## config.mk

```make
export PLATFORM = sky130hd
export DESIGN_NAME = cbs_sequencer
export DESIGN_NICKNAME = d
export VERILOG_FILES = /design/src/cbs_pkg.sv /design/src/cbs_seq_if.sv /design/src/cbs_sequencer.sv /design/src/cbs_alive_cnt.sv /design/src/cbs_phase_gen.sv
export SDC_FILE = /design/constraint.sdc
export NUM_CORES = 2
export LEC_CHECK = 0
export BUFFER_PORTS_ARGS = -buffer_cell sky130_fd_sc_hd__buf_2
export CAP_MARGIN = 20
export CORE_ASPECT_RATIO = 0.8
export CORE_UTILIZATION = 50
export CTS_CLUSTER_SIZE = 14
export DETAILED_ROUTE_END_ITERATION = 12
export PLACE_DENSITY = 0.66
export REMOVE_ABC_BUFFERS = 1
export SLEW_MARGIN = 20
export SYNTH_ARGS = -nofsm -noshare
export SYNTH_HDL_FRONTEND = slang
export SYNTH_SLANG_ARGS = --single-unit
export TNS_END_PERCENT = 10
```

## constraint.sdc

```tcl
create_clock -name REF_CLK_I -period 35 [get_ports REF_CLK_I]
set_clock_uncertainty 0.05 [all_clocks]
set_input_delay 8.75 -clock REF_CLK_I [delete_from_list [all_inputs] [get_ports REF_CLK_I]]
set_output_delay 8.75 -clock REF_CLK_I [all_outputs]
set_load 0.005 [all_outputs]
```

## src/cbs_pkg.sv

```systemverilog
package cbs_pkg;
    // Geometry
    localparam int NCELL = 14;
    localparam int EXP_W = 10;
    localparam int VOLT_W = 14;
    localparam int ADDR_W = 8;

    // Register offsets
    localparam logic [ADDR_W-1:0] OFF_CTRL = 8'h00;
    localparam logic [ADDR_W-1:0] OFF_SWEN = 8'h04;
    localparam logic [ADDR_W-1:0] OFF_UVT = 8'h08;
    localparam logic [ADDR_W-1:0] OFF_DLY = 8'h0c;
    localparam logic [ADDR_W-1:0] OFF_FEN = 8'h10;
    localparam logic [ADDR_W-1:0] OFF_STAT = 8'h14;
    localparam logic [ADDR_W-1:0] OFF_EXP0 = 8'h20;

    // Control register fields
    localparam int CTRL_MODE_LSB = 0;
    localparam int CTRL_MSEL_LSB = 4;
    localparam int CTRL_DUTY_LSB = 8;
    localparam int CTRL_HOLD_LSB = 12;

    // Status register fields
    localparam int STAT_ACT_LSB = 0;
    localparam int STAT_ALIVE_LSB = 4;
    localparam int STAT_TMR_LSB = 16;

    // Reset values
    localparam logic [2:0] MODE_RST = 3'h0;
    localparam logic [3:0] DUTY_RST = 4'hf;
    localparam logic [EXP_W-1:0] EXP_RST = 10'h000;

    typedef enum logic [2:0] {
        MODE_OFF = 3'h0,
        MODE_EMERG = 3'h1,
        MODE_MAN_SEC = 3'h2,
        MODE_MAN_MIN = 3'h3,
        MODE_IND_SEC = 3'h4,
        MODE_IND_MIN = 3'h5,
        MODE_GRP_SEC = 3'h6,
        MODE_GRP_MIN = 3'h7
    } cbs_mode_t;

    // Activity state codes
    localparam logic [1:0] ACT_IDLE = 2'h0;
    localparam logic [1:0] ACT_RUN = 2'h1;
    localparam logic [1:0] ACT_NORMAL = 2'h2;
    localparam logic [1:0] ACT_FAULT = 2'h3;

    localparam logic [1:0] MSEL_UV = 2'h3;
    localparam logic [EXP_W-1:0] EXP_FOREVER = 10'h3ff;
    localparam logic [4:0] OVS_FIXED = 5'h10;
    localparam logic [13:0] EVEN_CELL_MASK = 14'h2aaa;
    localparam logic [13:0] ODD_CELL_MASK = 14'h1555;

    // Timing
    localparam int CLK_HZ = 40_000_000;
    localparam int CLK_PERIOD_NS = 25;
    localparam int DEAD_TIME_NS = 1000;
    localparam int DEAD_CYC = (DEAD_TIME_NS + CLK_PERIOD_NS - 1) / CLK_PERIOD_NS;
    localparam int PHASE_SEC_MS = 500;
    localparam int PHASE_MIN_MS = 30000;
    localparam int ALIVE_MS = 1000;
    localparam int PHASE_SEC_CYC = PHASE_SEC_MS * (CLK_HZ / 1000);
    localparam int PHASE_MIN_CYC = PHASE_MIN_MS * (CLK_HZ / 1000);
    localparam int ALIVE_CYC = ALIVE_MS * (CLK_HZ / 1000);
    localparam int SETTLE_STEP_US = 96;
    localparam int SETTLE_STEP_CYC = SETTLE_STEP_US * (CLK_HZ / 1_000_000);
    // Sixteenths of a phase window per timer unit
    localparam logic [11:0] UNIT_ACC_SM = 12'h020;
    localparam logic [11:0] UNIT_ACC_HR = 12'h780;
endpackage : cbs_pkg

```

## src/cbs_seq_if.sv

```systemverilog
`timescale 1ns/1ps
`default_nettype none
interface cbs_seq_if;
    logic run;
    logic restart;
    logic [31:0] phase_cyc;
    logic [31:0] on_cyc;
    logic [31:0] settle_cyc;
    logic meas_en;
    logic acq_done;
    logic even;
    logic odd;
    logic cycle_done;
    logic meas_req;

    modport ctl (output run, restart, phase_cyc, on_cyc, settle_cyc, meas_en, acq_done,
                 input even, odd, cycle_done, meas_req);
    modport gen (input run, restart, phase_cyc, on_cyc, settle_cyc, meas_en, acq_done,
                 output even, odd, cycle_done, meas_req);
endinterface : cbs_seq_if
`default_nettype wire

```

## src/cbs_sequencer.sv

```systemverilog
// Overview of operation
// Auto individual switch: enable, timer, phase, UV
// Host starts group mode with code, expiry
// Group mode compares every cell to shared expiry
// Timer advances one on-time per cycle
// Alive counter ticks 1 Hz, wraps after 3
// Individual exit on max expiry or UV
// Enabled fault halts switching, state fault
// Hold shutdown during run and hold extension
// Host starts emergency with code and hours
// Emergency drives all switches by phase, timer
// Emergency ignores undervoltage, measurements still allowed; here meas_en is off in emergency, so no measurement runs
// Emergency exits normally at shared expiry
// Three-bit mode field decodes eight modes
// Ten-bit expiry, unit per mode resolution
// Phase on-time is half timer resolution
// One microsecond dead time between phases
// Cycle twice on-plus-dead, plus measurement
// Measurement starts with settle delay, then acquisition
// Balancing measurements fixed at sixteen samples
// Duty field gates on-time within phase
// Host starts individual mode with code, expiries
// Duty code step adds one sixteenth
// Expiry 3FF never expires, timer wraps
// Nonzero mode write restarts timer and mode
// Even and odd alternate, never overlap
`timescale 1ns/1ps
`default_nettype none
module cbs_sequencer import cbs_pkg::*; #(
    parameter int unsigned PH_SEC_CYC = PHASE_SEC_CYC,
    parameter int unsigned PH_MIN_CYC = PHASE_MIN_CYC,
    parameter int unsigned ALIVE_TICK_CYC = ALIVE_CYC
) (
    // Clock and reset
    input wire logic REF_CLK_I,
    input wire logic RST_I,
    // Register port
    input wire logic [ADDR_W-1:0] ADDR_I,
    input wire logic [31:0] WDATA_I,
    input wire logic WR_I,
    input wire logic RD_I,
    output logic [31:0] RDATA_O,
    // Measurement engine
    input wire logic MEAS_VALID_I,
    input wire logic [3:0] MEAS_IDX_I,
    input wire logic [VOLT_W-1:0] MEAS_DATA_I,
    input wire logic MEAS_DONE_I,
    output logic MEAS_REQ_O,
    output logic [4:0] MEAS_OVSAMPLE_O,
    // Fault checks
    input wire logic FAULT_THERM_I,
    input wire logic FAULT_CAL_I,
    input wire logic FAULT_WDOG_I,
    // Switches and shutdown hold
    output logic [NCELL-1:0] CELL_SWITCH_OUT_O,
    output logic SHUTDOWN_REQUEST_HOLD_O
);
    function automatic logic is_auto(input logic [2:0] m);
        return m[2];
    endfunction : is_auto

    function automatic logic is_emerg(input logic [2:0] m);
        return m == MODE_EMERG;
    endfunction : is_emerg

    function automatic logic is_shared(input logic [2:0] m);
        return m == MODE_EMERG || m[2:1] == 2'b11;
    endfunction : is_shared

    function automatic logic is_min(input logic [2:0] m);
        return m == MODE_EMERG || m[0];
    endfunction : is_min

    function automatic logic [EXP_W-1:0] max_exp(input logic [EXP_W-1:0] e [NCELL]);
        logic [EXP_W-1:0] mx;
        mx = e[0];
        for (int i = 1; i < NCELL; i++) begin
            if (e[i] > mx) mx = e[i];
        end
        return mx;
    endfunction : max_exp

    cbs_seq_if seq ();

    // Software registers
    logic [2:0] mode_r;
    logic [1:0] msel_r;
    logic [3:0] duty_r;
    logic [1:0] hold_r;
    logic [NCELL-1:0] swen_r;
    logic [VOLT_W-1:0] uvt_r;
    logic [7:0] dly_r;
    logic [2:0] fen_r;
    logic [EXP_W-1:0] exp_r [NCELL];

    // Sequencer state
    logic [VOLT_W-1:0] cellv_r [NCELL];
    logic [NCELL-1:0] cvalid_r;
    logic [NCELL-1:0] uvdone_r;
    logic [EXP_W-1:0] timer_r;
    logic [11:0] acc_r;
    logic [1:0] act_r;
    logic [1:0] act_nxt;
    logic [1:0] alive;
    logic [NCELL-1:0] sw_nxt;

    // Decode
    logic wr_ctrl, restart, auto_m, emerg_m, uv_on, fault, expired, uv_exit, run;
    logic [EXP_W-1:0] gov_exp;
    logic [11:0] acc_sum, acc_unit;
    logic [NCELL-1:0] below, uv_ok, tmr_ok;
    logic [31:0] rd_val;
    logic [3:0] exp_idx;
    logic exp_hit;

    assign wr_ctrl = WR_I && ADDR_I == OFF_CTRL;
    assign restart = wr_ctrl && WDATA_I[CTRL_MODE_LSB +: 3] != MODE_OFF;
    assign auto_m = is_auto(mode_r);
    assign emerg_m = is_emerg(mode_r);
    assign uv_on = auto_m && msel_r == MSEL_UV;
    assign fault = |(fen_r & {FAULT_WDOG_I, FAULT_CAL_I, FAULT_THERM_I});
    assign gov_exp = is_shared(mode_r) ? exp_r[0] : max_exp(exp_r);
    assign expired = gov_exp == EXP_RST
        || (gov_exp != EXP_FOREVER && timer_r > gov_exp);
    assign uv_exit = uv_on && swen_r != '0 && (uvdone_r & swen_r) == swen_r;
    assign run = (auto_m || emerg_m) && act_r != ACT_IDLE && !expired;
    assign acc_sum = acc_r + {8'h0, duty_r} + 12'h1;
    assign acc_unit = emerg_m ? UNIT_ACC_HR : UNIT_ACC_SM;
    assign exp_idx = 4'(ADDR_I[5:2]);
    assign exp_hit = ADDR_I >= OFF_EXP0 && ADDR_I[1:0] == 2'b00
        && ADDR_I < OFF_EXP0 + 8'(4 * NCELL);

    // Phase generator hookup
    assign seq.run = run;
    assign seq.restart = restart;
    assign seq.phase_cyc = is_min(mode_r) ? PH_MIN_CYC : PH_SEC_CYC;
    assign seq.on_cyc = (seq.phase_cyc >> 4) * ({28'h0, duty_r} + 32'h1);
    assign seq.settle_cyc = {24'h0, dly_r} * SETTLE_STEP_CYC;
    assign seq.meas_en = uv_on;
    assign seq.acq_done = MEAS_DONE_I;

    cbs_phase_gen u_phase (
        .clk_i(REF_CLK_I),
        .rst_i(RST_I),
        .seq(seq)
    );

    cbs_alive_cnt #(.TICK_CYC(ALIVE_TICK_CYC)) u_alive (
        .clk_i(REF_CLK_I),
        .rst_i(RST_I),
        .clr_i(wr_ctrl),
        .run_i(run),
        .count_o(alive)
    );

    // Per-cell switch equations
    genvar g;
    generate
        for (g = 0; g < NCELL; g++) begin : g_cell
            logic [EXP_W-1:0] e;
            logic ph;
            assign e = is_shared(mode_r) ? exp_r[0] : exp_r[g];
            assign tmr_ok[g] = e != EXP_RST && (e == EXP_FOREVER || timer_r <= e);
            assign ph = (g % 2 == 1) ? seq.even : seq.odd;
            assign below[g] = cvalid_r[g] && cellv_r[g] < uvt_r;
            assign uv_ok[g] = !uv_on || !(uvdone_r[g] || below[g]);
            assign sw_nxt[g] = act_r == ACT_RUN && tmr_ok[g] && ph
                && (emerg_m || (auto_m && swen_r[g] && uv_ok[g]));
        end
    endgenerate

    // Activity state
    always_comb begin
        act_nxt = act_r;
        if (wr_ctrl) begin
            act_nxt = restart ? ACT_RUN : ACT_IDLE;
        end else if (act_r == ACT_RUN && (auto_m || emerg_m)) begin
            if (fault) begin
                act_nxt = ACT_FAULT;
            end else if (expired || uv_exit) begin
                act_nxt = ACT_NORMAL;
            end
        end
    end

    // Register writes
    always_ff @(posedge REF_CLK_I) begin
        if (RST_I) begin
            mode_r <= MODE_RST;
            msel_r <= 2'h0;
            duty_r <= DUTY_RST;
            hold_r <= 2'h0;
            swen_r <= '0;
            uvt_r <= '0;
            dly_r <= 8'h0;
            fen_r <= 3'h0;
        end else if (WR_I) begin
            case (ADDR_I)
                OFF_CTRL: begin
                    mode_r <= WDATA_I[CTRL_MODE_LSB +: 3];
                    msel_r <= WDATA_I[CTRL_MSEL_LSB +: 2];
                    duty_r <= WDATA_I[CTRL_DUTY_LSB +: 4];
                    hold_r <= WDATA_I[CTRL_HOLD_LSB +: 2];
                end
                OFF_SWEN: swen_r <= WDATA_I[NCELL-1:0];
                OFF_UVT: uvt_r <= WDATA_I[VOLT_W-1:0];
                OFF_DLY: dly_r <= WDATA_I[7:0];
                OFF_FEN: fen_r <= WDATA_I[2:0];
                default: ;
            endcase
        end
    end

    always_ff @(posedge REF_CLK_I) begin
        if (RST_I) begin
            for (int i = 0; i < NCELL; i++) exp_r[i] <= EXP_RST;
        end else if (WR_I && exp_hit) begin
            exp_r[exp_idx - 4'h8] <= WDATA_I[EXP_W-1:0];
        end
    end

    // Latest cell results
    always_ff @(posedge REF_CLK_I) begin
        if (RST_I) begin
            for (int i = 0; i < NCELL; i++) cellv_r[i] <= '0;
        end else if (MEAS_VALID_I && MEAS_IDX_I < 4'(NCELL)) begin
            cellv_r[MEAS_IDX_I] <= MEAS_DATA_I;
        end
    end

    // Timer, duty accumulator, UV latches
    always_ff @(posedge REF_CLK_I) begin
        if (RST_I || wr_ctrl) begin
            timer_r <= '0;
            acc_r <= 12'h0;
            uvdone_r <= '0;
            cvalid_r <= '0;
        end else begin
            if (seq.cycle_done && !expired) begin
                if (acc_sum >= acc_unit) begin
                    timer_r <= timer_r + 10'h1;
                    acc_r <= acc_sum - acc_unit;
                end else begin
                    acc_r <= acc_sum;
                end
            end
            if (MEAS_VALID_I && MEAS_IDX_I < 4'(NCELL)) begin
                cvalid_r[MEAS_IDX_I] <= 1'b1;
            end
            if (act_r == ACT_RUN && uv_on) begin
                uvdone_r <= uvdone_r | (below & swen_r);
            end
        end
    end

    // State and outputs
    always_ff @(posedge REF_CLK_I) begin
        if (RST_I) begin
            act_r <= ACT_IDLE;
            CELL_SWITCH_OUT_O <= '0;
            SHUTDOWN_REQUEST_HOLD_O <= 1'b0;
            MEAS_OVSAMPLE_O <= OVS_FIXED;
            MEAS_REQ_O <= 1'b0;
        end else begin
            act_r <= act_nxt;
            CELL_SWITCH_OUT_O <= (act_nxt == ACT_RUN) ? sw_nxt : '0;
            SHUTDOWN_REQUEST_HOLD_O <= run
                || (hold_r[1] && act_r != ACT_IDLE && mode_r != MODE_OFF);
            MEAS_OVSAMPLE_O <= OVS_FIXED;
            MEAS_REQ_O <= seq.meas_req;
        end
    end

    // Register reads
    always_comb begin
        rd_val = 32'h0;
        if (exp_hit) begin
            rd_val = {22'h0, exp_r[exp_idx - 4'h8]};
        end else begin
            case (ADDR_I)
                OFF_CTRL: rd_val = {18'h0, hold_r, duty_r, 2'h0, msel_r, 1'b0, mode_r};
                OFF_SWEN: rd_val = {18'h0, swen_r};
                OFF_UVT: rd_val = {18'h0, uvt_r};
                OFF_DLY: rd_val = {24'h0, dly_r};
                OFF_FEN: rd_val = {29'h0, fen_r};
                OFF_STAT: rd_val = {6'h0, timer_r, 10'h0, alive, 2'h0, act_r};
                default: rd_val = 32'h0;
            endcase
        end
    end

    always_ff @(posedge REF_CLK_I) begin
        if (RST_I) begin
            RDATA_O <= 32'h0;
        end else begin
            RDATA_O <= RD_I ? rd_val : 32'h0;
        end
    end

    chk_restart_timer: assert property (@(posedge REF_CLK_I) disable iff (RST_I)
        restart |=> timer_r == '0 && act_r == ACT_RUN) else $error("restart missed");
    chk_fault_halt: assert property (@(posedge REF_CLK_I) disable iff (RST_I)
        (act_r == ACT_RUN && (auto_m || emerg_m) && fault && !wr_ctrl)
        |=> act_r == ACT_FAULT && CELL_SWITCH_OUT_O == '0) else $error("fault not halted");
    chk_normal_exit: assert property (@(posedge REF_CLK_I) disable iff (RST_I)
        (act_r == ACT_RUN && emerg_m && expired && !fault && !wr_ctrl)
        |=> act_r == ACT_NORMAL) else $error("no normal exit");
    chk_even_parity: assert property (@(posedge REF_CLK_I) disable iff (RST_I)
        (CELL_SWITCH_OUT_O & EVEN_CELL_MASK) != '0 |-> $past(seq.even))
        else $error("even cell off phase");
    chk_odd_parity: assert property (@(posedge REF_CLK_I) disable iff (RST_I)
        (CELL_SWITCH_OUT_O & ODD_CELL_MASK) != '0 |-> $past(seq.odd))
        else $error("odd cell off phase");
    chk_enable_gate: assert property (@(posedge REF_CLK_I) disable iff (RST_I)
        auto_m && !wr_ctrl ##1 !$stable(swen_r) == 1'b0
        |-> (CELL_SWITCH_OUT_O & ~swen_r) == '0) else $error("disabled cell switched");
    chk_emerg_all: assert property (@(posedge REF_CLK_I) disable iff (RST_I)
        (emerg_m && act_r == ACT_RUN && seq.even && tmr_ok[1] && !wr_ctrl && !fault && !expired)
        |=> CELL_SWITCH_OUT_O == EVEN_CELL_MASK) else $error("emergency cells missing");
    chk_hold_run: assert property (@(posedge REF_CLK_I) disable iff (RST_I)
        run |=> SHUTDOWN_REQUEST_HOLD_O) else $error("shutdown hold dropped");
    chk_ovs_fixed: assert property (@(posedge REF_CLK_I) disable iff (RST_I)
        MEAS_REQ_O |-> MEAS_OVSAMPLE_O == 5'h10) else $error("oversample not 16");
endmodule : cbs_sequencer
`default_nettype wire

```

## src/cbs_alive_cnt.sv

```systemverilog
`timescale 1ns/1ps
`default_nettype none
module cbs_alive_cnt import cbs_pkg::*; #(
    parameter int unsigned TICK_CYC = ALIVE_CYC
) (
    input wire logic clk_i,
    input wire logic rst_i,
    input wire logic clr_i,
    input wire logic run_i,
    output logic [1:0] count_o
);
    logic [31:0] div_r;
    logic tick;

    assign tick = run_i && (div_r == TICK_CYC - 1);

    always_ff @(posedge clk_i) begin
        if (rst_i || clr_i || !run_i) begin
            div_r <= 32'h0;
        end else begin
            div_r <= tick ? 32'h0 : div_r + 32'h1;
        end
    end

    // Two-bit count wraps naturally after 2'b11
    always_ff @(posedge clk_i) begin
        if (rst_i || clr_i) begin
            count_o <= 2'h0;
        end else if (tick) begin
            count_o <= count_o + 2'h1;
        end
    end

    chk_alive_wrap: assert property (@(posedge clk_i) disable iff (rst_i || clr_i)
        (tick && count_o == 2'h3) |=> count_o == 2'h0) else $error("alive count no wrap");
endmodule : cbs_alive_cnt
`default_nettype wire

```

## src/cbs_phase_gen.sv

```systemverilog
`timescale 1ns/1ps
`default_nettype none
module cbs_phase_gen import cbs_pkg::*; (
    input wire logic clk_i,
    input wire logic rst_i,
    cbs_seq_if.gen seq
);
    typedef enum logic [2:0] {
        PH_IDLE, PH_EVEN, PH_DEAD1, PH_ODD, PH_DEAD2, PH_SETTLE, PH_ACQ
    } cbs_phase_t;

    cbs_phase_t state_r, state_nxt;
    logic [31:0] cnt_r, cnt_nxt;
    logic done_nxt, req_nxt;
    logic win_end, dead_end;

    assign win_end = cnt_r == seq.phase_cyc - 32'h1;
    assign dead_end = cnt_r == DEAD_CYC - 1;

    always_comb begin
        state_nxt = state_r;
        cnt_nxt = cnt_r + 32'h1;
        done_nxt = 1'b0;
        req_nxt = 1'b0;
        case (state_r)
            PH_IDLE: begin
                cnt_nxt = 32'h0;
                if (seq.run) state_nxt = PH_EVEN;
            end
            PH_EVEN: if (win_end) begin
                state_nxt = PH_DEAD1;
                cnt_nxt = 32'h0;
            end
            PH_DEAD1: if (dead_end) begin
                state_nxt = PH_ODD;
                cnt_nxt = 32'h0;
            end
            PH_ODD: if (win_end) begin
                state_nxt = PH_DEAD2;
                cnt_nxt = 32'h0;
            end
            PH_DEAD2: if (dead_end) begin
                cnt_nxt = 32'h0;
                if (seq.meas_en) begin
                    state_nxt = PH_SETTLE;
                end else begin
                    state_nxt = PH_EVEN;
                    done_nxt = 1'b1;
                end
            end
            PH_SETTLE: if (cnt_r >= seq.settle_cyc) begin
                state_nxt = PH_ACQ;
                req_nxt = 1'b1;
                cnt_nxt = 32'h0;
            end
            PH_ACQ: begin
                cnt_nxt = 32'h0;
                if (seq.acq_done) begin
                    state_nxt = PH_EVEN;
                    done_nxt = 1'b1;
                end
            end
            default: state_nxt = PH_IDLE;
        endcase
        if (!seq.run || seq.restart) begin
            state_nxt = PH_IDLE;
            cnt_nxt = 32'h0;
            done_nxt = 1'b0;
            req_nxt = 1'b0;
        end
    end

    always_ff @(posedge clk_i) begin
        if (rst_i) begin
            state_r <= PH_IDLE;
            cnt_r <= 32'h0;
            seq.even <= 1'b0;
            seq.odd <= 1'b0;
            seq.cycle_done <= 1'b0;
            seq.meas_req <= 1'b0;
        end else begin
            state_r <= state_nxt;
            cnt_r <= cnt_nxt;
            seq.even <= state_r == PH_EVEN && cnt_r < seq.on_cyc;
            seq.odd <= state_r == PH_ODD && cnt_r < seq.on_cyc;
            seq.cycle_done <= done_nxt;
            seq.meas_req <= req_nxt;
        end
    end

    chk_phase_excl: assert property (@(posedge clk_i) disable iff (rst_i)
        !(seq.even && seq.odd)) else $error("even and odd overlap");
    chk_dead_gap: assert property (@(posedge clk_i) disable iff (rst_i)
        $fell(seq.even) |-> !seq.odd [*8]) else $error("odd too soon after even");
endmodule : cbs_phase_gen
`default_nettype wire

```

==> impl_metrics.yaml <==
setup_path:
  cp_common_cell: "a21oi_1"
  startpoint: "g_cell[0].e[2]"
  crit_end: "CELL_SWITCH_OUT_O[7]"
  r2r_slack_ns: 2.59
  max_stage_delay_ns: 0.64
  critical_path_class: "flip-flop to flip-flop"
  worstSetupStartpointType: "flip-flop"
  rr_worst_depth: 132
  worst-endpoint-arrival_ns: 32.87
  cp_data_required_time_ns: 35.46
  slowest_stage: "a211oi_2"
  worstReg2RegStart: "g_cell[0].e[2]"
  path_max_fanout: 21
  r2r_end: "CELL_SWITCH_OUT_O[7]"
  crit_path_end_kind: "flip-flop"
yosys:
  synth_area_mm2: 0.0418
  synth-edff-count: 196
  ys_warn_count: 0
  avgSynthCellArea_um2: 8.83
  synth_top_area_cell: "dfxtp_1"
  synth_cell_types: 110
  yosysMostFrequentCell: "ha_1"
  synth.top_cell.area_share: 0.170
  synth_common_cells: "561 x ha_1, 472 x a21oi_1, 432 x nor2_1, 355 x dfxtp_1, 308 x inv_1"
  ys_async_sr_fraction: 0
  synth_seq_cells: 551
  yosys-top-cells-area: "dfxtp_1 17%, ha_1 17%, edfxtp_1 14%"
  yosys_most_used_dff: "dfxtp_1"
  seq_area_frac_synth: 0.311
  synth_cells: 4732
global_routing:
  grt_remaining_overflow: 0
  grt_pass1_wl_mm: 197
  grt_pass1_vias: 33174
  grtUsageTotal: 0.299
  antenna_found_initial: 6
  grt_max_degree: 129
floorplan:
  initial_utilization: 0.507
  dieWidth_um: 325
  die_y_um: 260
  dieArea_mm2: 0.0847
  core_mm2: 0.0824
  ios: 120
  rows: 94
layout:
  multi_input_area_mm2: 0.0268
  fill_cells: 7500
  instances_no_fill: 5884
  post-route-util: 0.549
  area_growth_syn_to_layout_pct: 8.46
  drive_gt1_frac: 0.0803
  nets: 5396
  stdcell_area_mm2: 0.0453
  diodes: 0
  register_area_mm2: 0.0130
clocking:
  clock_latency_ns: 0.67
  path_clk_slew_ns: 0.07
  cts_made_buffers: 59
  root_buffer: "clkbuf_16"
  ctsHoldBuffers: 0
  cts.htree.levels: 2
  cts_tree: "built"
  ctsLongestPathBuffers: 3
  clock_sinks: 551
  postCtsSetupBuffers: 0
power_and_ir_drop:
  p_sw_w: 0.00217
  internal_power_w: 0.00206
  seq_power_share: 0.161
  p_leak_nw: 19.1
  clockPowerShare: 0.160
  pwr-share-comb: 0.679
  ir_drop_v: 0.000245
  p_per_area_mw_per_mm2: 93.5
  p_sw_frac: 0.513
drt:
  drt_iter0_drc: 3566
  viasPerCell: 6.03
  routed_wl_mm: 129
  drt-pass1-iter-count: 6
  ant_nets: 0
  vias: 35485
  route.detailed.wl_per_inst_um: 21.9
  drc: 0
timing:
  relSlewSlack: 0.291
  setup_viol: 0
  worstMarginPinSlew_ns: 1.06
  hold_slack_ns: 0.390
  rsz0062_at_grt: "false"
  finalHoldViolations: 0
  fin_crit_ns: 32.41
  drv_slew: 0
  fmax_ghz: 0.0309
  fin_crit_sh: 0.926
  finalSetupTns_ns: 0
placement:
  place_congestion: 0.996
  postPlaceCellArea_mm2: 0.0432
  dp_cells: 5772
  hpwlAfterDp_mm: 93.7
  portBuffers: 88
worst_hold_path:
  hp-class: "flip-flop to flip-flop"
run_status:
  status: "completed"
flow_run:
  maxCapViolations: 0
## critical path, delay by kind of cell, from the launching register on
kind,cells,cell delay [ns]
buffers and inverters,9,0.89
and+or+nand+nor,49,9.49
DFF,1,0.53
muxes,11,3.50
AOI/OAI and AO/OA,49,13.50
adders and majority gates,14,4.33
## worst min-delay path by stage
stage	startpoint	endpoint	slack, ns	depth (start not counted)
4_1_cts	u_phase.seq.meas_req	MEAS_REQ_O	0.40	1
3_3_place_gp	u_phase.seq.meas_req	MEAS_REQ_O	0.37	1
5_1_grt	u_phase.seq.meas_req	MEAS_REQ_O	0.42	1
2_1_floorplan	u_phase.seq.meas_req	MEAS_REQ_O	0.36	1
3_5_place_dp	u_phase.seq.meas_req	MEAS_REQ_O	0.38	1
6_report	u_phase.seq.meas_req	MEAS_REQ_O	0.39	1
## cell type report
type                       count  share of cell area
clock buffer                  77              0.0361
timing repair buffer         142              0.0191
clock inverter                35              0.0100
sequential                   551               0.287
inverter                     310              0.0257
tap                         1104              0.0305
multi-input combinational   3665               0.592
## layout by cell type (no fill, tap or decap), types with 35 or more instances in the layout
| master | count |
|---|---|
| ha_1 | 561 |
| a21oi_1 | 472 |
| nor2_1 | 427 |
| dfxtp_1 | 355 |
| inv_1 | 308 |
| nand2_1 | 305 |
| and2_1 | 227 |
| mux2i_1 | 204 |
| edfxtp_1 | 196 |
| o21ai_0 | 170 |
| nand3_1 | 119 |
| nor2b_1 | 117 |
| nand2b_1 | 113 |
| nand4_1 | 89 |
| buf_2 | 86 |
| a21o_1 | 75 |
| nor3_1 | 74 |
| xnor2_1 | 64 |
| clkbuf_16 | 61 |
| buf_4 | 54 |
| xor2_1 | 50 |
| nor4_1 | 48 |
| fa_1 | 39 |
| o211ai_1 | 35 |
| mux4_2 | 35 |
## sequential cells by signal (all words and copies together), names as in the netlist, 3 cells and up
register and cells:
u_phase.state_r 3, u_phase.cnt_r 32, g_cell.e 10, cellv_r 196, fen_r 3, CELL_SWITCH_OUT_O 14, swen_r 14, u_alive.div_r 32
timer_r 10, RDATA_O 24, duty_r 4, acc_r 12, uvt_r 14, exp_r 130, uvdone_r 14, cvalid_r 14
dly_r 8, mode_r 3
## stage by stage
step / setup slack [ns] / total power [W]
final: 2.59 / 0.00423
after global routing: 0.0560 / 0.00453
after detailed placement: 2.47 / 0.00346
after CTS: 2.37 / 0.00414
after global placement: 2.93 / 0.00343
after floorplan: 7.87 / 0.00274
## power groups by stage
| stage | sequential (W) | combinational, W | clock, W |
|---|---|---|---|
| global placement | 0.000695 | 0.00274 | 0 |
| global route | 0.000683 | 0.00314 | 0.000712 |
| detailed placement | 0.000696 | 0.00277 | 0 |
| floorplan | 0.000694 | 0.00205 | 0 |
| finish | 0.000681 | 0.00287 | 0.000678 |
| CTS | 0.000682 | 0.00277 | 0.000687 |
## logic make-up after synthesis
kind of cell               Yosys count  share of synthesized area
buffers and inverters              531                     0.0503
and+or+nand+nor                   1664                      0.203
xor gates and xnor gates           114                     0.0239
DFF                                551                      0.311
other                                2                   0.000180
adders and majority gates          602                      0.187
muxes                              262                     0.0747
AOI/OAI and AO/OA                 1006                      0.149
## per-layer routing
layer / vias to the layer above / GRT usage / wire (µm)
li1: 16901 / - / -
met1: 16875 / 0.432 / 59000
met2: 1452 / 0.437 / 52300
met3: 251 / 0.0769 / 14100
met4: 6 / 0.0832 / 3570
met5: - / 0 / 36
## repair_timing
action,CTS,global route
hold endpoints to repair,0,0
resized for setup,0,5
endpoints found under the setup margin,0,110
Power figures use the tool's default switching activity.
